--- config.mk ---
export PLATFORM = sky130hd
export DESIGN_NAME = spcf_framer
export DESIGN_NICKNAME = d
export VERILOG_FILES = /design/src/spcf_pkg.sv /design/src/spcf_framer.sv /design/src/spcf_uart_rx.sv /design/src/spcf_uart_tx.sv
export SDC_FILE = /design/constraint.sdc
export NUM_CORES = 1
export LEC_CHECK = 0
export ABC_CLOCK_PERIOD_IN_PS = 4000
export BUFFER_PORTS_ARGS = -buffer_cell sky130_fd_sc_hd__buf_4
export CORE_UTILIZATION = 35
export DETAILED_ROUTE_END_ITERATION = 16
export SLEW_MARGIN = 20
export SYNTH_ARGS = -nofsm -noshare
export SYNTH_HDL_FRONTEND = slang
export SYNTH_HIERARCHICAL = 1
export SYNTH_SLANG_ARGS = --single-unit
export TNS_END_PERCENT = 20
--- constraint.sdc ---
create_clock -name mclk_in -period 4 [get_ports mclk_in]
set_input_delay 0 -clock mclk_in [delete_from_list [all_inputs] [get_ports mclk_in]]
set_output_delay 0 -clock mclk_in [all_outputs]
set_load 0.005 [all_outputs]
--- src/spcf_pkg.sv ---
package spcf_pkg;
  // device clock and serial rates
  localparam int unsigned CLK_HZ = 100_000_000;
  localparam int unsigned BAUD_1200 = 1200;
  localparam int unsigned BAUD_2400 = 2400;
  localparam int unsigned BAUD_4800 = 4800;
  localparam int unsigned BAUD_9600 = 9600;
  localparam int unsigned BAUD_19200 = 19200;
  localparam int unsigned BAUD_38400 = 38400;
  localparam int DIV_W = 17;
  // rate select codes, same encoding as the set-parameters command
  localparam logic [2:0] BSEL_1200 = 3'h1;
  localparam logic [2:0] BSEL_2400 = 3'h2;
  localparam logic [2:0] BSEL_4800 = 3'h3;
  localparam logic [2:0] BSEL_9600 = 3'h4;
  localparam logic [2:0] BSEL_19200 = 3'h5;
  localparam logic [2:0] BSEL_38400 = 3'h6;
  localparam logic [1:0] PAR_NONE = 2'h1;
  localparam logic [1:0] PAR_ODD = 2'h2;
  localparam logic [1:0] PAR_EVEN = 2'h3;
  // framing bytes
  localparam logic [7:0] FLAG_HEAD = 8'he9;
  localparam logic [7:0] ESC_BYTE = 8'he8;
  localparam logic [7:0] ESC_OF_E8 = 8'h00;
  localparam logic [7:0] ESC_OF_E9 = 8'h01;
  localparam logic [7:0] CMD_HI = 8'h57;
  localparam logic [7:0] CMD_LO = 8'h4a;
  localparam logic [7:0] SET_SPEED_LEN = 8'h06;
  localparam logic [7:0] REPLY_LEN = 8'h02;
  localparam logic [7:0] ADDR_MIN = 8'h01;
  localparam logic [7:0] ADDR_MAX = 8'h1e;
  // payload positions and bit fields
  localparam int PL_N = 6;
  localparam int PL_CMD_HI = 0;
  localparam int PL_CMD_LO = 1;
  localparam int PL_SPD_HI = 2;
  localparam int PL_SPD_LO = 3;
  localparam int PL_RUN = 4;
  localparam int PL_DIR = 5;
  localparam int RUN_BIT = 0;
  localparam int FULL_BIT = 1;
  localparam int CW_BIT = 0;
  localparam logic [2:0] REPLY_LAST = 3'h5;
  typedef enum logic [1:0] {
    RX_IDLE = 2'b00, RX_START = 2'b01, RX_BITS = 2'b11, RX_STOP = 2'b10
  } spcf_rx_t;
  typedef enum logic [2:0] {
    P_HUNT = 3'b000, P_ADDR = 3'b001, P_LEN = 3'b011,
    P_PAY = 3'b010, P_FCS = 3'b110
  } spcf_parse_t;
endpackage

--- src/spcf_framer.sv ---
// Notes on behaviour
// [RULE1] a character is one start bit, eight data bits, parity, stop bits
// [RULE2] six bit rates from 1200 to 38400 are selectable
// [RULE3] no, odd or even parity is generated and checked
// [RULE4] one or two stop bits by configuration
// [RULE5] the host must use exactly the configured rate, parity and stops
// [RULE6] a message is head E9, address, length, payload, check byte
// [RULE7] after the head, E8 is sent as E8 00 and E9 as E8 01
// [RULE8] after the head, E8 00 becomes E8 and E8 01 becomes E9
// [RULE9] an escaped pair counts as one byte in the length
// [RULE10] address is one byte, 1 to 30; only own address accepted
// [RULE11] length byte counts the payload bytes that follow
// [RULE12] check byte is XOR of address, length and unescaped payload
// [RULE13] payload is a command code followed by its data
// [RULE14] set-speed is 57 4A, speed word, run byte, direction byte
// [RULE15] speed is unsigned 16 bit, 0.01 rpm units, high byte first
// [RULE16] run byte bit 0 starts or stops, bit 1 selects full speed
// [RULE17] direction byte bit 0 set is clockwise, clear counter-clockwise
// [RULE18] an accepted set-speed command switches the display to speed
// [RULE19] commands act only in remote serial control mode
// [RULE20] after power-up the pump is stopped until a command starts it
// [RULE21] bytes outside a head-flagged frame go to the other protocol
// [RULE22] a valid set-speed command is answered with its code alone
// [RULE23] bad check byte or short payload discards the frame silently
module spcf_framer #(
  parameter int unsigned CLK_HZ_P = spcf_pkg::CLK_HZ
) (
  input wire logic mclk_in,
  input wire logic srst_in,
  input wire logic rs485_rx_in,
  output logic rs485_tx_out,
  output logic rs485_de_out,
  input wire logic [7:0] cfg_addr_in,
  input wire logic [2:0] cfg_baud_in,
  input wire logic [1:0] cfg_parity_in,
  input wire logic cfg_stop2_in,
  input wire logic remote_serial_control_mode_in,
  output logic [15:0] speed_out,
  output logic run_out,
  output logic full_speed_out,
  output logic clockwise_out,
  output logic display_speed_out,
  output logic set_speed_command_out,
  output logic [7:0] other_byte_out,
  output logic other_byte_valid_out
);
  localparam logic [16:0] DIV_1200 = 17'(CLK_HZ_P / spcf_pkg::BAUD_1200);
  localparam logic [16:0] DIV_2400 = 17'(CLK_HZ_P / spcf_pkg::BAUD_2400);
  localparam logic [16:0] DIV_4800 = 17'(CLK_HZ_P / spcf_pkg::BAUD_4800);
  localparam logic [16:0] DIV_9600 = 17'(CLK_HZ_P / spcf_pkg::BAUD_9600);
  localparam logic [16:0] DIV_19200 = 17'(CLK_HZ_P / spcf_pkg::BAUD_19200);
  localparam logic [16:0] DIV_38400 = 17'(CLK_HZ_P / spcf_pkg::BAUD_38400);

  logic [16:0] bit_div;
  logic [7:0] rx_byte;
  logic rx_valid, rx_err, tx_ready;

  always_comb begin
    case (cfg_baud_in) // [RULE2]
      spcf_pkg::BSEL_1200: bit_div = DIV_1200;
      spcf_pkg::BSEL_2400: bit_div = DIV_2400;
      spcf_pkg::BSEL_4800: bit_div = DIV_4800;
      spcf_pkg::BSEL_19200: bit_div = DIV_19200;
      spcf_pkg::BSEL_38400: bit_div = DIV_38400;
      default: bit_div = DIV_9600;
    endcase
  end

  // the host must match these settings; nothing here adapts to it [RULE5]
  spcf_uart_rx u_rx (
    .mclk_in(mclk_in),
    .srst_in(srst_in),
    .rx_pin_in(rs485_rx_in),
    .bit_div_in(bit_div),
    .parity_in(cfg_parity_in),
    .byte_out(rx_byte),
    .byte_valid_out(rx_valid),
    .byte_err_out(rx_err)
  );

  // receive parsing
  spcf_pkg::spcf_parse_t ps_reg, ps_next;
  logic esc_reg, esc_next;
  logic [7:0] addr_reg, addr_next, len_reg, len_next;
  logic [7:0] xor_reg, xor_next, pcnt_reg, pcnt_next;
  logic [7:0] pl_reg [spcf_pkg::PL_N];
  logic [7:0] pl_next [spcf_pkg::PL_N];
  logic [7:0] ub;
  logic ub_valid, cmd_ok, act;
  logic [7:0] oth_next;
  logic oth_valid_next;

  always_comb begin
    ps_next = ps_reg;
    esc_next = esc_reg;
    addr_next = addr_reg;
    len_next = len_reg;
    xor_next = xor_reg;
    pcnt_next = pcnt_reg;
    pl_next = pl_reg;
    ub = rx_byte;
    ub_valid = 1'b0;
    cmd_ok = 1'b0;
    oth_next = other_byte_out;
    oth_valid_next = 1'b0;
    if (rx_valid) begin
      if (rx_err) begin
        ps_next = spcf_pkg::P_HUNT; // [RULE23]
        esc_next = 1'b0;
      end else if (rx_byte == spcf_pkg::FLAG_HEAD) begin
        // a head cuts short any frame still open: its payload was short
        ps_next = spcf_pkg::P_ADDR; // [RULE6] [RULE23]
        esc_next = 1'b0;
      end else if (ps_reg == spcf_pkg::P_HUNT) begin
        oth_next = rx_byte; // [RULE21]
        oth_valid_next = 1'b1;
      end else if (esc_reg) begin
        esc_next = 1'b0;
        ub_valid = 1'b1;
        if (rx_byte == spcf_pkg::ESC_OF_E8) begin
          ub = spcf_pkg::ESC_BYTE; // [RULE8]
        end else if (rx_byte == spcf_pkg::ESC_OF_E9) begin
          ub = spcf_pkg::FLAG_HEAD; // [RULE8]
        end else begin
          ub_valid = 1'b0;
          ps_next = spcf_pkg::P_HUNT;
        end
      end else if (rx_byte == spcf_pkg::ESC_BYTE) begin
        esc_next = 1'b1;
      end else begin
        ub_valid = 1'b1;
      end
    end
    if (ub_valid) begin
      case (ps_reg)
        spcf_pkg::P_ADDR: begin
          addr_next = ub;
          xor_next = ub;
          ps_next = spcf_pkg::P_LEN;
        end
        spcf_pkg::P_LEN: begin
          len_next = ub; // [RULE11]
          xor_next = xor_reg ^ ub;
          pcnt_next = 8'h00;
          ps_next = (ub == 8'h00) ? spcf_pkg::P_FCS : spcf_pkg::P_PAY;
        end
        spcf_pkg::P_PAY: begin
          if (pcnt_reg < 8'(spcf_pkg::PL_N)) begin
            pl_next[pcnt_reg[2:0]] = ub; // [RULE13]
          end
          xor_next = xor_reg ^ ub;
          // one count per restored byte, so escapes never stretch it
          pcnt_next = pcnt_reg + 8'h01; // [RULE9]
          if (pcnt_next == len_reg) begin
            ps_next = spcf_pkg::P_FCS;
          end
        end
        spcf_pkg::P_FCS: begin
          ps_next = spcf_pkg::P_HUNT;
          cmd_ok = (ub == xor_reg) && // [RULE12] [RULE23]
            (addr_reg == cfg_addr_in) && // [RULE10]
            (addr_reg >= spcf_pkg::ADDR_MIN) &&
            (addr_reg <= spcf_pkg::ADDR_MAX) &&
            (len_reg == spcf_pkg::SET_SPEED_LEN) &&
            (pl_reg[spcf_pkg::PL_CMD_HI] == spcf_pkg::CMD_HI) && // [RULE14]
            (pl_reg[spcf_pkg::PL_CMD_LO] == spcf_pkg::CMD_LO);
        end
        default: ps_next = spcf_pkg::P_HUNT;
      endcase
    end
  end

  assign act = cmd_ok && remote_serial_control_mode_in; // [RULE19]

  // pump state
  logic [15:0] speed_next;
  logic run_next, full_next, cw_next, disp_next;

  always_comb begin
    speed_next = speed_out;
    run_next = run_out;
    full_next = full_speed_out;
    cw_next = clockwise_out;
    disp_next = display_speed_out;
    if (act) begin
      speed_next = {pl_reg[spcf_pkg::PL_SPD_HI],
                    pl_reg[spcf_pkg::PL_SPD_LO]}; // [RULE15]
      run_next = pl_reg[spcf_pkg::PL_RUN][spcf_pkg::RUN_BIT]; // [RULE16]
      full_next = pl_reg[spcf_pkg::PL_RUN][spcf_pkg::FULL_BIT]; // [RULE16]
      cw_next = pl_reg[spcf_pkg::PL_DIR][spcf_pkg::CW_BIT]; // [RULE17]
      disp_next = 1'b1; // [RULE18]
    end
  end

  // reply emitter: head, address, length, code, check byte
  logic em_busy_reg, em_busy_next, em_pend_reg, em_pend_next;
  logic [2:0] em_idx_reg, em_idx_next;
  logic [7:0] em_pbyte_reg, em_pbyte_next, rep_addr_reg, rep_addr_next;
  logic [7:0] em_byte, wr_data;
  logic wr_req;
  logic [7:0] fifo_reg [2];
  logic fifo_wp_reg, fifo_rp_reg;
  logic [1:0] fifo_cnt_reg;
  logic fifo_full, fifo_rd, fifo_wr;

  assign fifo_full = (fifo_cnt_reg == 2'h2);

  always_comb begin
    case (em_idx_reg)
      3'h0: em_byte = spcf_pkg::FLAG_HEAD; // [RULE6] [RULE22]
      3'h1: em_byte = rep_addr_reg;
      3'h2: em_byte = spcf_pkg::REPLY_LEN;
      3'h3: em_byte = spcf_pkg::CMD_HI;
      3'h4: em_byte = spcf_pkg::CMD_LO;
      default: em_byte = rep_addr_reg ^ spcf_pkg::REPLY_LEN ^
                         spcf_pkg::CMD_HI ^ spcf_pkg::CMD_LO; // [RULE12]
    endcase
  end

  always_comb begin
    em_busy_next = em_busy_reg;
    em_pend_next = em_pend_reg;
    em_idx_next = em_idx_reg;
    em_pbyte_next = em_pbyte_reg;
    rep_addr_next = rep_addr_reg;
    wr_req = 1'b0;
    wr_data = em_byte;
    if (!em_busy_reg) begin
      // a command arriving during a reply still acts but gets no answer
      if (act) begin
        em_busy_next = 1'b1;
        em_idx_next = 3'h0;
        rep_addr_next = addr_reg;
      end
    end else if (!fifo_full) begin
      wr_req = 1'b1;
      if (em_pend_reg) begin
        wr_data = em_pbyte_reg;
        em_pend_next = 1'b0;
      end else if (em_idx_reg != 3'h0 &&
                   (em_byte == spcf_pkg::ESC_BYTE ||
                    em_byte == spcf_pkg::FLAG_HEAD)) begin
        wr_data = spcf_pkg::ESC_BYTE; // [RULE7]
        em_pend_next = 1'b1;
        em_pbyte_next = (em_byte == spcf_pkg::ESC_BYTE) ?
                        spcf_pkg::ESC_OF_E8 : spcf_pkg::ESC_OF_E9;
      end
      if (!em_pend_next) begin
        em_idx_next = em_idx_reg + 3'h1;
        em_busy_next = (em_idx_reg != spcf_pkg::REPLY_LAST);
      end
    end
  end

  // two-entry buffer: the serialiser stalls it, the emitter waits on full
  assign fifo_wr = wr_req;
  assign fifo_rd = tx_ready && (fifo_cnt_reg != 2'h0);

  spcf_uart_tx u_tx (
    .mclk_in(mclk_in),
    .srst_in(srst_in),
    .bit_div_in(bit_div),
    .parity_in(cfg_parity_in),
    .stop2_in(cfg_stop2_in),
    .data_in(fifo_reg[fifo_rp_reg]),
    .valid_in(fifo_cnt_reg != 2'h0),
    .ready_out(tx_ready),
    .tx_out(rs485_tx_out)
  );

  always_ff @(posedge mclk_in) begin
    if (srst_in) begin
      ps_reg <= spcf_pkg::P_HUNT;
      esc_reg <= 1'b0;
      addr_reg <= 8'h00;
      len_reg <= 8'h00;
      xor_reg <= 8'h00;
      pcnt_reg <= 8'h00;
      for (int i = 0; i < spcf_pkg::PL_N; i++) pl_reg[i] <= 8'h00;
      speed_out <= 16'h0000;
      run_out <= 1'b0; // [RULE20]
      full_speed_out <= 1'b0;
      clockwise_out <= 1'b0;
      display_speed_out <= 1'b0;
      set_speed_command_out <= 1'b0;
      other_byte_out <= 8'h00;
      other_byte_valid_out <= 1'b0;
      em_busy_reg <= 1'b0;
      em_pend_reg <= 1'b0;
      em_idx_reg <= 3'h0;
      em_pbyte_reg <= 8'h00;
      rep_addr_reg <= 8'h00;
      fifo_reg[0] <= 8'h00;
      fifo_reg[1] <= 8'h00;
      fifo_wp_reg <= 1'b0;
      fifo_rp_reg <= 1'b0;
      fifo_cnt_reg <= 2'h0;
      rs485_de_out <= 1'b0;
    end else begin
      ps_reg <= ps_next;
      esc_reg <= esc_next;
      addr_reg <= addr_next;
      len_reg <= len_next;
      xor_reg <= xor_next;
      pcnt_reg <= pcnt_next;
      pl_reg <= pl_next;
      speed_out <= speed_next;
      run_out <= run_next;
      full_speed_out <= full_next;
      clockwise_out <= cw_next;
      display_speed_out <= disp_next;
      set_speed_command_out <= act;
      other_byte_out <= oth_next;
      other_byte_valid_out <= oth_valid_next;
      em_busy_reg <= em_busy_next;
      em_pend_reg <= em_pend_next;
      em_idx_reg <= em_idx_next;
      em_pbyte_reg <= em_pbyte_next;
      rep_addr_reg <= rep_addr_next;
      if (fifo_wr) fifo_reg[fifo_wp_reg] <= wr_data;
      fifo_wp_reg <= fifo_wp_reg ^ fifo_wr;
      fifo_rp_reg <= fifo_rp_reg ^ fifo_rd;
      fifo_cnt_reg <= fifo_cnt_reg + {1'b0, fifo_wr} - {1'b0, fifo_rd};
      rs485_de_out <= em_busy_next || fifo_wr ||
                      (fifo_cnt_reg != 2'h0) || !tx_ready;
    end
  end
endmodule

--- src/spcf_uart_rx.sv ---
module spcf_uart_rx (
  input wire logic mclk_in,
  input wire logic srst_in,
  input wire logic rx_pin_in,
  input wire logic [spcf_pkg::DIV_W-1:0] bit_div_in,
  input wire logic [1:0] parity_in,
  output logic [7:0] byte_out,
  output logic byte_valid_out,
  output logic byte_err_out
);
  logic s1_reg, s2_reg;
  spcf_pkg::spcf_rx_t st_reg, st_next;
  logic [spcf_pkg::DIV_W-1:0] cnt_reg, cnt_next;
  logic [3:0] bitn_reg, bitn_next;
  logic [8:0] sh_reg, sh_next;
  logic [7:0] byte_next;
  logic valid_next, err_next, has_par;
  logic [7:0] data;

  assign has_par = (parity_in == spcf_pkg::PAR_ODD) ||
                   (parity_in == spcf_pkg::PAR_EVEN);
  // without parity the eight data bits end up one place higher
  assign data = has_par ? sh_reg[7:0] : sh_reg[8:1];

  always_comb begin
    st_next = st_reg;
    cnt_next = cnt_reg;
    bitn_next = bitn_reg;
    sh_next = sh_reg;
    byte_next = byte_out;
    valid_next = 1'b0;
    err_next = 1'b0;
    case (st_reg)
      spcf_pkg::RX_IDLE: if (!s2_reg) begin // [RULE1]
        st_next = spcf_pkg::RX_START;
        cnt_next = bit_div_in >> 1;
      end
      spcf_pkg::RX_START: begin
        cnt_next = cnt_reg - 1'b1;
        if (cnt_reg == '0) begin
          st_next = s2_reg ? spcf_pkg::RX_IDLE : spcf_pkg::RX_BITS;
          cnt_next = bit_div_in - 1'b1;
          bitn_next = 4'h0;
        end
      end
      spcf_pkg::RX_BITS: begin
        cnt_next = cnt_reg - 1'b1;
        if (cnt_reg == '0) begin
          sh_next = {s2_reg, sh_reg[8:1]};
          bitn_next = bitn_reg + 1'b1;
          cnt_next = bit_div_in - 1'b1;
          if (bitn_reg == (has_par ? 4'h8 : 4'h7)) begin // [RULE1] [RULE3]
            st_next = spcf_pkg::RX_STOP;
          end
        end
      end
      spcf_pkg::RX_STOP: begin
        cnt_next = cnt_reg - 1'b1;
        if (cnt_reg == '0) begin
          // only the first stop bit is checked; a second one is line idle
          st_next = spcf_pkg::RX_IDLE;
          valid_next = 1'b1;
          byte_next = data;
          err_next = !s2_reg ||
            (parity_in == spcf_pkg::PAR_ODD && !(^sh_reg)) || // [RULE3]
            (parity_in == spcf_pkg::PAR_EVEN && (^sh_reg));
        end
      end
      default: st_next = spcf_pkg::RX_IDLE;
    endcase
  end

  always_ff @(posedge mclk_in) begin
    s1_reg <= rx_pin_in;
    s2_reg <= s1_reg;
    if (srst_in) begin
      st_reg <= spcf_pkg::RX_IDLE;
      cnt_reg <= '0;
      bitn_reg <= 4'h0;
      sh_reg <= 9'h000;
      byte_out <= 8'h00;
      byte_valid_out <= 1'b0;
      byte_err_out <= 1'b0;
    end else begin
      st_reg <= st_next;
      cnt_reg <= cnt_next;
      bitn_reg <= bitn_next;
      sh_reg <= sh_next;
      byte_out <= byte_next;
      byte_valid_out <= valid_next;
      byte_err_out <= err_next;
    end
  end
endmodule

--- src/spcf_uart_tx.sv ---
module spcf_uart_tx (
  input wire logic mclk_in,
  input wire logic srst_in,
  input wire logic [spcf_pkg::DIV_W-1:0] bit_div_in,
  input wire logic [1:0] parity_in,
  input wire logic stop2_in,
  input wire logic [7:0] data_in,
  input wire logic valid_in,
  output logic ready_out,
  output logic tx_out
);
  logic [10:0] sh_reg, sh_next;
  logic [3:0] left_reg, left_next;
  logic [spcf_pkg::DIV_W-1:0] cnt_reg, cnt_next;
  logic tx_next, has_par, pbit;

  assign ready_out = (left_reg == 4'h0);
  assign has_par = (parity_in == spcf_pkg::PAR_ODD) ||
                   (parity_in == spcf_pkg::PAR_EVEN);
  assign pbit = (parity_in == spcf_pkg::PAR_ODD) ? !(^data_in) : ^data_in;

  always_comb begin
    sh_next = sh_reg;
    left_next = left_reg;
    cnt_next = cnt_reg;
    tx_next = tx_out;
    if (left_reg == 4'h0) begin
      tx_next = 1'b1;
      if (valid_in) begin
        // start, data lsb first, parity, then one or two stop bits
        sh_next = {2'b11, has_par ? pbit : 1'b1, data_in}; // [RULE1] [RULE3]
        tx_next = 1'b0;
        left_next = 4'ha + {3'h0, has_par} + {3'h0, stop2_in}; // [RULE4]
        cnt_next = bit_div_in - 1'b1;
      end
    end else begin
      cnt_next = cnt_reg - 1'b1;
      if (cnt_reg == '0) begin
        left_next = left_reg - 1'b1;
        cnt_next = bit_div_in - 1'b1;
        tx_next = (left_reg == 4'h1) ? 1'b1 : sh_reg[0];
        sh_next = {1'b1, sh_reg[10:1]};
      end
    end
  end

  always_ff @(posedge mclk_in) begin
    if (srst_in) begin
      sh_reg <= 11'h7ff;
      left_reg <= 4'h0;
      cnt_reg <= '0;
      tx_out <= 1'b1;
    end else begin
      sh_reg <= sh_next;
      left_reg <= left_next;
      cnt_reg <= cnt_next;
      tx_out <= tx_next;
    end
  end
endmodule
==> results of run 1 <==
## area by class of cell
type | instances | area, µm²
Multi-Input combinational cell | 1054 | 7060
Sequential cell | 211 | 4380
Fill cell | 3416 | 20000
Inverter | 34 | 128
Timing Repair Buffer | 73 | 564
Clock buffer | 33 | 686
Clock inverter | 10 | 134
Tap cell | 448 | 561
## power breakdown
group          internal (mW)  total [mW]  switching, mW
clock network           1.39        2.29          0.896
registers               2.32        2.53          0.213
logic                  0.858        2.18           1.32
total                   4.57        7.00           2.43
## layer usage
| metal | part of all wire (%) | track usage [%] | up-vias |
|---|---|---|---|
| li1 | - | - | 5119 |
| met1 | 46 | 24.1 | 5000 |
| met2 | 46 | 28.5 | 289 |
| met3 | 5.1 | 2.56 | 60 |
| met4 | 2.6 | 4.95 | 0 |
| met5 | 0 | 0 | - |
## Yosys cell counts, drive strengths merged (10+ instances only)
| master | count |
|---|---|
| mux2i | 73 |
| a21oi | 86 |
| nor4 | 32 |
| nor3 | 49 |
| inv | 34 |
| o31ai | 32 |
| mux2 | 20 |
| nand3b | 17 |
| o21ai | 43 |
| and3 | 16 |
| nor2b | 21 |
| nand4b | 12 |
| ha | 18 |
| dfxtp | 195 |
| nor2 | 168 |
| nand3 | 36 |
| buf | 24 |
| or3 | 28 |
| xnor2 | 47 |
| a31oi | 16 |
| edfxtp | 16 |
| nand4 | 41 |
| clkbuf | 61 |
| nand2 | 86 |
| or4 | 10 |
| a211oi | 22 |
| nand2b | 13 |
| xor2 | 30 |
| o21bai | 11 |
## kinds of logic (layout without fill, tap and decap cells)
kind of cell / count (synthesis) / after routing / synth area share (%)
buffers and inverters: 119 / 150 / 4.10
adder cells (fa/ha/maj): 18 / 18 / 1.89
XOR/XNOR: 78 / 78 / 5.85
AND/OR/NAND/NOR: 571 / 571 / 26.4
flip-flops: 211 / 211 / 36.8
AO/OA/AOI/OAI: 294 / 294 / 16.9
multiplexers: 93 / 93 / 8.02
## worst reg2reg max path: cells and delay by family, from the launching register on
family / cells / cell delay, ps
compound gates: 2 / 1010
flops: 1 / 540
simple gates: 4 / 1600
## placed cells by master, fill, tap and decap left out, drive strengths merged, types with 7 or more instances in the layout
cell and instances:
a21oi 86, and3 16, o31ai 32, o21ai 43, xor2 30, o211ai 9
or4 10, a21o 9, nand3 36, a31oi 16, o22ai 7, ha 18
mux2i 73, nand2 86, mux2 20, nand4b 12, nand4 41, inv 35
or3 28, o21bai 11, nor3 49, nor3b 7, nor4b 9, nand3b 17
dfxtp 195, edfxtp 16, a211oi 22, nor2b 21, xnor2 47, nand2b 13
buf 68, nor4 32, nor2 168, clkbuf 33
## what timing repair did
action                                 CTS  global route
endpoints found under the hold margin   38             0
hold buffers                             5             0
setup buffers                            0             0
## path summary, 6_finish.rpt
path,startpoint,endpoint,slack (ps),cells after the start
worst max-delay path,ps_reg[1],rs485_de_out,780,6
worst min-delay path,cfg_baud_in[0],u_tx/cnt_reg[13],120,4
worst max register to register,ps_reg[1],rs485_de_out,780,6
worst min register to register,u_rx/s1_reg,u_rx/s2_reg,340,0
==> results.json, run 1 <==
{
  "grt_pass1_vias": 9709,
  "dpl_cell_area_um2": 12600,
  "clockRootBuffer": "clkbuf_16",
  "fin_crit_sh_pct": 80.4,
  "cts_buffer_depth": 3,
  "cts_resized": 0,
  "synthTopCellsByArea": "dfxtp_1, mux2i_1, nor2_1",
  "ys_warn_count": 6,
  "nNetsFinal": 1434,
  "tns_ps": 0,
  "start_kind": "flop",
  "cap_viol_max_count": 0,
  "area_growth_pct": 13.5,
  "htree_num_levels": 1,
  "initial_core_util_pct": 35.5,
  "cts_tree": "yes",
  "largest_reg_flops": 35,
  "grt_max_degree": 83,
  "drv_slew": 0,
  "dp_cells": 1815,
  "viasPerCell": 5.62,
  "synth_top_area_share_pct": 32.8,
  "track_usage_pct": 17.5,
  "dr.pass1.iters": 6,
  "grt_overflow_total": 0,
  "clock_latency_ps": 520,
  "synth_cells": 1384,
  "wl_per_cell_um": 17.0,
  "crit_required_ps": 4440,
  "diodes": 0,
  "syn_area_per_cell_um2": 8.61,
  "crit_chain": "nor3_1, nor4_2, nor3_2, o2111a_1, nand3_2, a41oi_1",
  "syn-num-nets": 1420,
  "hold_ws_ps": 123,
  "pwr_density_cell_nw_per_um2": 518,
  "synth_largest_area_cell": "dfxtp_1",
  "crit_buf_inv": 0,
  "ant_nets": 0,
  "setup_viol": 0,
  "relSlewSlack_pct": 44.4,
  "rows": 67,
  "power_mw": 7.00,
  "crit_fanout": 21,
  "crit_slowest_cell": "o2111a_1",
  "vdd_drop_max_uv": 370,
  "yosysSeqAreaShare_pct": 36.8,
  "pre_cts_ws_ps": 795,
  "drive_gt1_share_pct": 12.2,
  "hp-class": "input port to flop",
  "die_y_um": 186,
  "num_vias": 10500,
  "min_period_ps": 3220,
  "status": "complete, no violations",
  "cts_made_buffers": 24,
  "gp_congestion": 0.873,
  "ioPinCount": 50,
  "die_w_um": 186,
  "drt_iter0_drc": 902,
  "cts_sinks": 211,
  "worstMarginPinSlew_ps": 827,
  "drt_wl_total_mm": 31.6,
  "syn_area_um2": 11900,
  "antenna_found_initial": 0,
  "portBuffers": 49,
  "cp_top_family": "simple AND/OR/NAND/NOR gates",
  "synth.ff_latch_count": 211,
  "synth_edf_count": 16,
  "synthDistinctLibCells": 96,
  "critPathMaxStageDelay_ps": 750,
  "fin_cells": 1863,
  "fmax_ghz": 0.311,
  "async_flop_share_pct": 0,
  "grt_pass1_wl_mm": 51.0,
  "layout_setup_ws_ps": 783,
  "hpwl_mm": 21.6,
  "crit_arrival_ps": 3660,
  "final_util_pct": 40.3,
  "die-area_um2": 34800,
  "finalHoldViolCount": 0,
  "fin_area_um2": 13500,
  "fin_worst_skew_ps": 17.1,
  "drcViolationCount": 0,
  "critPathCaptureType": "flop",
  "core_um2": 33500,
  "clk_pin_slew_worst_paths_ps": 60,
  "crit_type": "flop to flop",
  "rsz0062_at_grt": "false",
  "ys.flop_type": "dfxtp_1",
  "p_leak_nw": 5.06
}
Power figures use the tool's default switching activity.
==> inputs of run 2 (changes only) <==
- ABC_AREA: unset -> 1
- ABC_CLOCK_PERIOD_IN_PS: 4000 -> 2980
- clock period: 4 -> 2.98 ns (I/O delays scaled with it)
==> run 2 against run 1 <==
Worst hold slack got worse by 110 ps; sequential power is 31% higher; critical path type unchanged; global-route usage rose by 1.2 points; flip-flop and latch count unchanged; cell count rose by 28%; count of clock-buffer cells in the layout up 3; critical path depth up 6; maximum frequency grew 31%; combinational power rose by 43%; utilization is 0.31 points higher.
==> results.json, run 2 <==
{
  "fin_worst_skew_ps": 23.2,
  "cts_buffer_depth": 3,
  "crit_fanout": 10,
  "clock_latency_ps": 530,
  "dp_cells": 2340,
  "finalHoldViolCount": 0,
  "die-area_um2": 36400,
  "syn-num-nets": 1915,
  "cts_resized": 0,
  "use_met3_pct": 2.23,
  "critPathCaptureType": "flop",
  "synthDistinctLibCells": 50,
  "ys_warn_count": 6,
  "die_w_um": 191,
  "core_um2": 34800,
  "use_met2_pct": 31.0,
  "grt_max_degree": 92,
  "status": "complete, no violations",
  "critPathMaxStageDelay_ps": 550,
  "yosysSeqAreaShare_pct": 35.1,
  "grt.busiest_layer": "met2",
  "cap_viol_max_count": 0,
  "p_leak_nw": 6.23,
  "nFillCells": 3644,
  "initial_core_util_pct": 35.9,
  "antenna_found_initial": 0,
  "fin_crit_sh_pct": 82.7,
  "dr.pass1.iters": 5,
  "mostFrequentLayoutCells": "nand2_1, inv_1, nor2_1",
  "synth_fa_ha_area_share_pct": 1.80,
  "clockRootBuffer": "clkbuf_16",
  "clk_pin_slew_worst_paths_ps": 60,
  "hold_ws_ps": 17.3,
  "cts_sinks": 211,
  "cp_top_family": "buffers and inverters",
  "met1_usage_pct": 25.3,
  "synth_common_cells": "nand2_1, inv_1, nor2_1, dfxtp_1, a21oi_1",
  "crit_chain": "clkinv_1, nand2_1, nand2_1, xnor2_1, nand2_1, nand2_1, nand2_1, nand3_1, nand3_1, dlygate4sd3_1, nand2_1, nand2_1",
  "crit_required_ps": 3390,
  "synth_top_family_by_area": "simple AND/OR/NAND/NOR gates",
  "yosysMostFrequentCell": "nand2_1",
  "syn_area_um2": 12500,
  "relSlewSlack_pct": 45.3,
  "gp_congestion": 0.887,
  "viasPerCell": 5.00,
  "drt_iter0_drc": 728,
  "min_period_ps": 2460,
  "synth_edf_count": 16,
  "portBuffers": 49,
  "htree_num_levels": 1,
  "track_usage_pct": 18.7,
  "fin_cells": 2390,
  "hpwl_mm": 24.3,
  "worstMarginPinSlew_ps": 821,
  "layout_commonest_cell": "nand2_1",
  "ant_nets": 0,
  "synth_compound_area_share_pct": 16.8,
  "synth.ff_latch_count": 211,
  "cts_made_buffers": 25,
  "fin_area_um2": 14100,
  "critPathMostFrequentCell": "nand2_1",
  "tns_ps": 0,
  "drcViolationCount": 0,
  "synth_xor_area_share_pct": 3.29,
  "ys.flop_type": "dfxtp_1",
  "drv_slew": 0,
  "crit_arrival_ps": 2870,
  "setup_viol": 0,
  "grt_pass1_wl_mm": 56.2,
  "wl_per_cell_um": 14.2,
  "die_y_um": 191,
  "pwr_density_cell_nw_per_um2": 678,
  "diodes": 0,
  "drt_wl_total_mm": 34.0,
  "cts_tree": "yes",
  "dpl_cell_area_um2": 13200,
  "syn_area_per_cell_um2": 6.64,
  "crit_type": "flop to flop",
  "fmax_ghz": 0.406,
  "grt_overflow_total": 0,
  "crit_slowest_cell": "dlygate4sd3_1",
  "synth_cells": 1879,
  "hp-class": "input port to flop",
  "vdd_drop_max_uv": 604,
  "area_growth_pct": 13.3,
  "drive_gt1_share_pct": 10.5,
  "muxShareOfSynthArea_pct": 0,
  "ioPinCount": 50,
  "start_kind": "flop",
  "async_flop_share_pct": 0,
  "synth_simple_gate_area_share_pct": 32.2,
  "crit_buf_inv": 2,
  "nNetsFinal": 1953,
  "synth_top_area_share_pct": 31.3,
  "largest_reg_flops": 35,
  "rsz0062_at_grt": "false",
  "num_vias": 12000,
  "synth_largest_area_cell": "dfxtp_1",
  "synthTopCellsByArea": "dfxtp_1, nand2_1, inv_1",
  "rows": 68,
  "grt_pass1_vias": 11300
}
## run 2: cell count changes in the layout (fill, tap and decap cells not counted), sizes merged, moves of 21 or more
cell   before  now
a21oi      86  156
inv        35  271
mux2i      73    0
nand2      86  454
nand3      36  141
nor2      168  225
nor2b      21    0
nor3       49   11
nor4       32    6
o21ai      43  173
o31ai      32    0
or3        28    0
xnor2      47   12
## run 2: path summary, 6_finish.rpt
| check | depth (start not counted) | slack, ps | end | start |
|---|---|---|---|---|
| worst min-delay path | 5 | 20 | u_tx/left_reg[2] | cfg_stop2_in |
| worst min register to register | 0 | 330 | u_rx/s2_reg | u_rx/s1_reg |
| worst max register to register | 12 | 520 | u_tx/sh_reg[8] | fifo_rp_reg |
| worst max-delay path | 12 | 520 | u_tx/sh_reg[8] | fifo_rp_reg |
## run 2: cell type report
class                      instances  area (µm²)  area share [%]
tap                              455         569            4.03
clock inverter                     9         126           0.894
sequential                       211        4380            31.0
clock buffer                      36         717            5.07
inverter                         272        1030            7.26
multi-input combinational       1333        6750            47.7
timing repair buffer              74         568            4.02
## run 2: per-stage QoR
step,power [mW],utilization [%],setup WS [ps]
after global placement,6.43,38.1,704
after floorplan,5.78,-,999
final,9.59,40.6,515
after global routing,10.3,40.6,231
after CTS,9.67,40.6,507
after detailed placement,6.48,38.1,697
## run 2: kinds of logic (layout without fill, tap and decap cells)
kind of cell / after synthesis / after routing
and+or+nand+nor: 889 / 889
xor gates and xnor gates: 46 / 46
adders and majority gates: 18 / 18
AOI/OAI and AO/OA: 380 / 380
DFF: 211 / 211
buffers and inverters: 335 / 391
## run 2: where the power goes
group | total (mW) | internal, mW | switching, mW
clock | 3.15 | 1.92 | 1.23
sequential | 3.32 | 3.10 | 0.218
combinational | 3.12 | 1.04 | 2.08
total | 9.59 | 6.07 | 3.52
## run 2: repair_timing
action,CTS,global route
setup buffers,0,0
hold buffers,5,0
endpoints found under the hold margin,16,0
## run 2: worst min-delay path, cell delays in order
cell and delay (ps):
buf_4 90, ha_1 120, or2_2 100, nand3_1 70, a21oi_1 110
## run 2: layer usage
| metal | up-vias | part of all wire [%] |
|---|---|---|
| met5 | - | 0 |
| met4 | 0 | 2.7 |
| met3 | 59 | 5.0 |
| met2 | 276 | 46 |
| met1 | 5484 | 47 |
| li1 | 6133 | - |
==> inputs of run 3 (changes only) <==
- ABC_AREA: 1 -> 0
- ABC_CLOCK_PERIOD_IN_PS: 2980 -> 2200
- clock period: 2.98 -> 2.2 ns (I/O delays scaled with it)
==> run 3 against run 2 <==
The run now ends with negative setup slack left; worst hold slack better by 100 ps; critical path depth down 5; critical path type unchanged; die area fell by 4.5%; wire length increased by 3.7%; largest power group is now combinational cells; clock power grew 34%; global-route usage is 0.45 points higher; clock skew decreased by 15 ps; first-iteration DRC count increased by 0.82%; register-to-register slack worse by 730 ps; maximum frequency rose by 2.2%; flip-flop and latch count unchanged; critical endpoint is now speed_out[12].
==> results.json, run 3 (synthesized netlist as in run 1, its figures left out) <==
{
  "cts_tree": "yes",
  "crit_required_ps": 2600,
  "fmax_ghz": 0.415,
  "status": "finished, violations left",
  "final_util_pct": 46.6,
  "fin_area_um2": 15600,
  "viasPerCell": 5.52,
  "p_leak_nw": 6.06,
  "worstMarginPinSlew_ps": 778,
  "ant_nets": 0,
  "area_growth_pct": 31.1,
  "layout_setup_ws_ps": -211,
  "wl_met1_mm": 16.3,
  "clockRootBuffer": "clkbuf_16",
  "die-area_um2": 34800,
  "crit_arrival_ps": 2820,
  "dpl_cell_area_um2": 14000,
  "rows": 67,
  "num_vias": 11200,
  "die_y_um": 186,
  "crit_chain": "or4_4, or4_4, a21o_1, o211a_4, buf_12, o31ai_4, a21oi_1",
  "relSlewSlack_pct": 48.0,
  "setup_viol": 63,
  "drcViolationCount": 0,
  "cap_viol_max_count": 0,
  "power_mw": 13.5,
  "start_kind": "flop",
  "drt_wl_total_mm": 35.2,
  "violations": "negative setup slack",
  "finalHoldViolCount": 0,
  "crit_fanout": 15,
  "wl_met3_mm": 1.29,
  "mostFrequentLayoutCells": "buf_4, dfxtp_1, nor2_1",
  "drv_slew": 0,
  "drt_iter0_drc": 734,
  "critPathCaptureType": "flop",
  "layout_commonest_cell": "buf_4",
  "die_w_um": 186,
  "dr.max_layer_used": "met5",
  "largest_reg_flops": 35,
  "initial_core_util_pct": 35.5,
  "cts_sinks": 211,
  "core_um2": 33500,
  "pwr_density_cell_nw_per_um2": 864,
  "dr.pass1.iters": 5,
  "ioPinCount": 50,
  "tns_ps": -6500,
  "pre_cts_ws_ps": -257,
  "htree_num_levels": 1,
  "antenna_found_initial": 1,
  "clock_latency_ps": 540,
  "grt_pass1_wl_mm": 55.8,
  "portBuffers": 49,
  "cts_made_buffers": 25,
  "clk_pin_slew_worst_paths_ps": 60,
  "hp-class": "input port to flop",
  "drive_gt1_share_pct": 26.9,
  "grt_overflow_total": 0,
  "fin_crit_sh_pct": 110,
  "grt_max_degree": 105,
  "wl_per_cell_um": 17.4,
  "track_usage_pct": 19.2,
  "diodes": 0,
  "rsz0062_at_grt": "true",
  "vdd_drop_max_uv": 623,
  "nNetsFinal": 1598,
  "min_period_ps": 2410,
  "gp_congestion": 0.895,
  "hpwl_mm": 23.9,
  "cts_buffer_depth": 3,
  "critPathMostFrequentCell": "or4_4",
  "critPathMaxStageDelay_ps": 550,
  "met2_length_mm": 16.6,
  "crit_slowest_cell": "or4_4",
  "fin_worst_skew_ps": 8.29,
  "crit_type": "flop to flop",
  "grt_pass1_vias": 10600
}
-- run 3: cell count changes in the layout (fill, tap and decap cells not counted), moves of 35 or more --
cell,change
nand2_1,-349
inv_1,-228
buf_4,+137
nand3_1,-106
o21ai_0,-102
mux2i_1,+72
a21oi_1,-68
nor2_1,-35
-- run 3: stage by stage --
stage / std cells / hold slack (ps)
detailed placement: 1966 / 109
global route: 2029 / 122
finish: 2029 / 121
CTS: 2022 / 97.0
global placement: 1966 / 112
floorplan: 1384 / 27.7
-- run 3: path summary, 6_finish.rpt --
kind / to / depth (start not counted) / slack [ps] / start
min: u_rx/s1_reg / 2 / 120 / rs485_rx_in
min reg2reg: u_rx/s2_reg / 0 / 330 / u_rx/s1_reg
max reg2reg: speed_out[12] / 7 / -210 / u_rx/byte_out[3]
max: speed_out[12] / 7 / -210 / u_rx/byte_out[3]
-- run 3: timing repair --
item                                    in CTS  in global routing
gates cloned                                 0                  3
endpoints found under the hold margin       12                  0
pin swaps                                    9                 38
hold buffers                                 4                  0
buffers inserted                             6                  4
endpoints found under the setup margin      97                140
resized for setup                           47                 85
-- run 3: layout make-up --
| class | instances | area, µm² |
|---|---|---|
| clock buffer | 32 | 683 |
| clock inverter | 14 | 148 |
| fill | 3209 | 17900 |
| inverter | 34 | 130 |
| multi-input combinational | 1054 | 7690 |
| sequential | 211 | 4400 |
| tap | 448 | 561 |
| timing repair buffer | 236 | 2010 |
-- run 3: routing by layer --
layer,global-route usage (%),up-vias
li1,-,5471
met5,0,-
met1,25.8,5392
met2,31.9,261
met3,2.01,68
met4,6.43,2
-- run 3: worst max-delay path, delay by kind of cell (launching register included) --
| family | cells | cell delay (ps) |
|---|---|---|
| simple gates | 2 | 1030 |
| flops | 1 | 320 |
| compound gates | 4 | 750 |
| buf+inv | 1 | 160 |
-- run 3: report_power, final --
| group | switching, mW | leakage [nW] | internal (mW) | total (mW) |
|---|---|---|---|---|
| clock network | 1.78 | 0.407 | 2.45 | 4.23 |
| logic | 2.65 | 3.90 | 2.04 | 4.69 |
| registers | 0.366 | 1.75 | 4.21 | 4.58 |
| total | 4.79 | 6.06 | 8.71 | 13.5 |
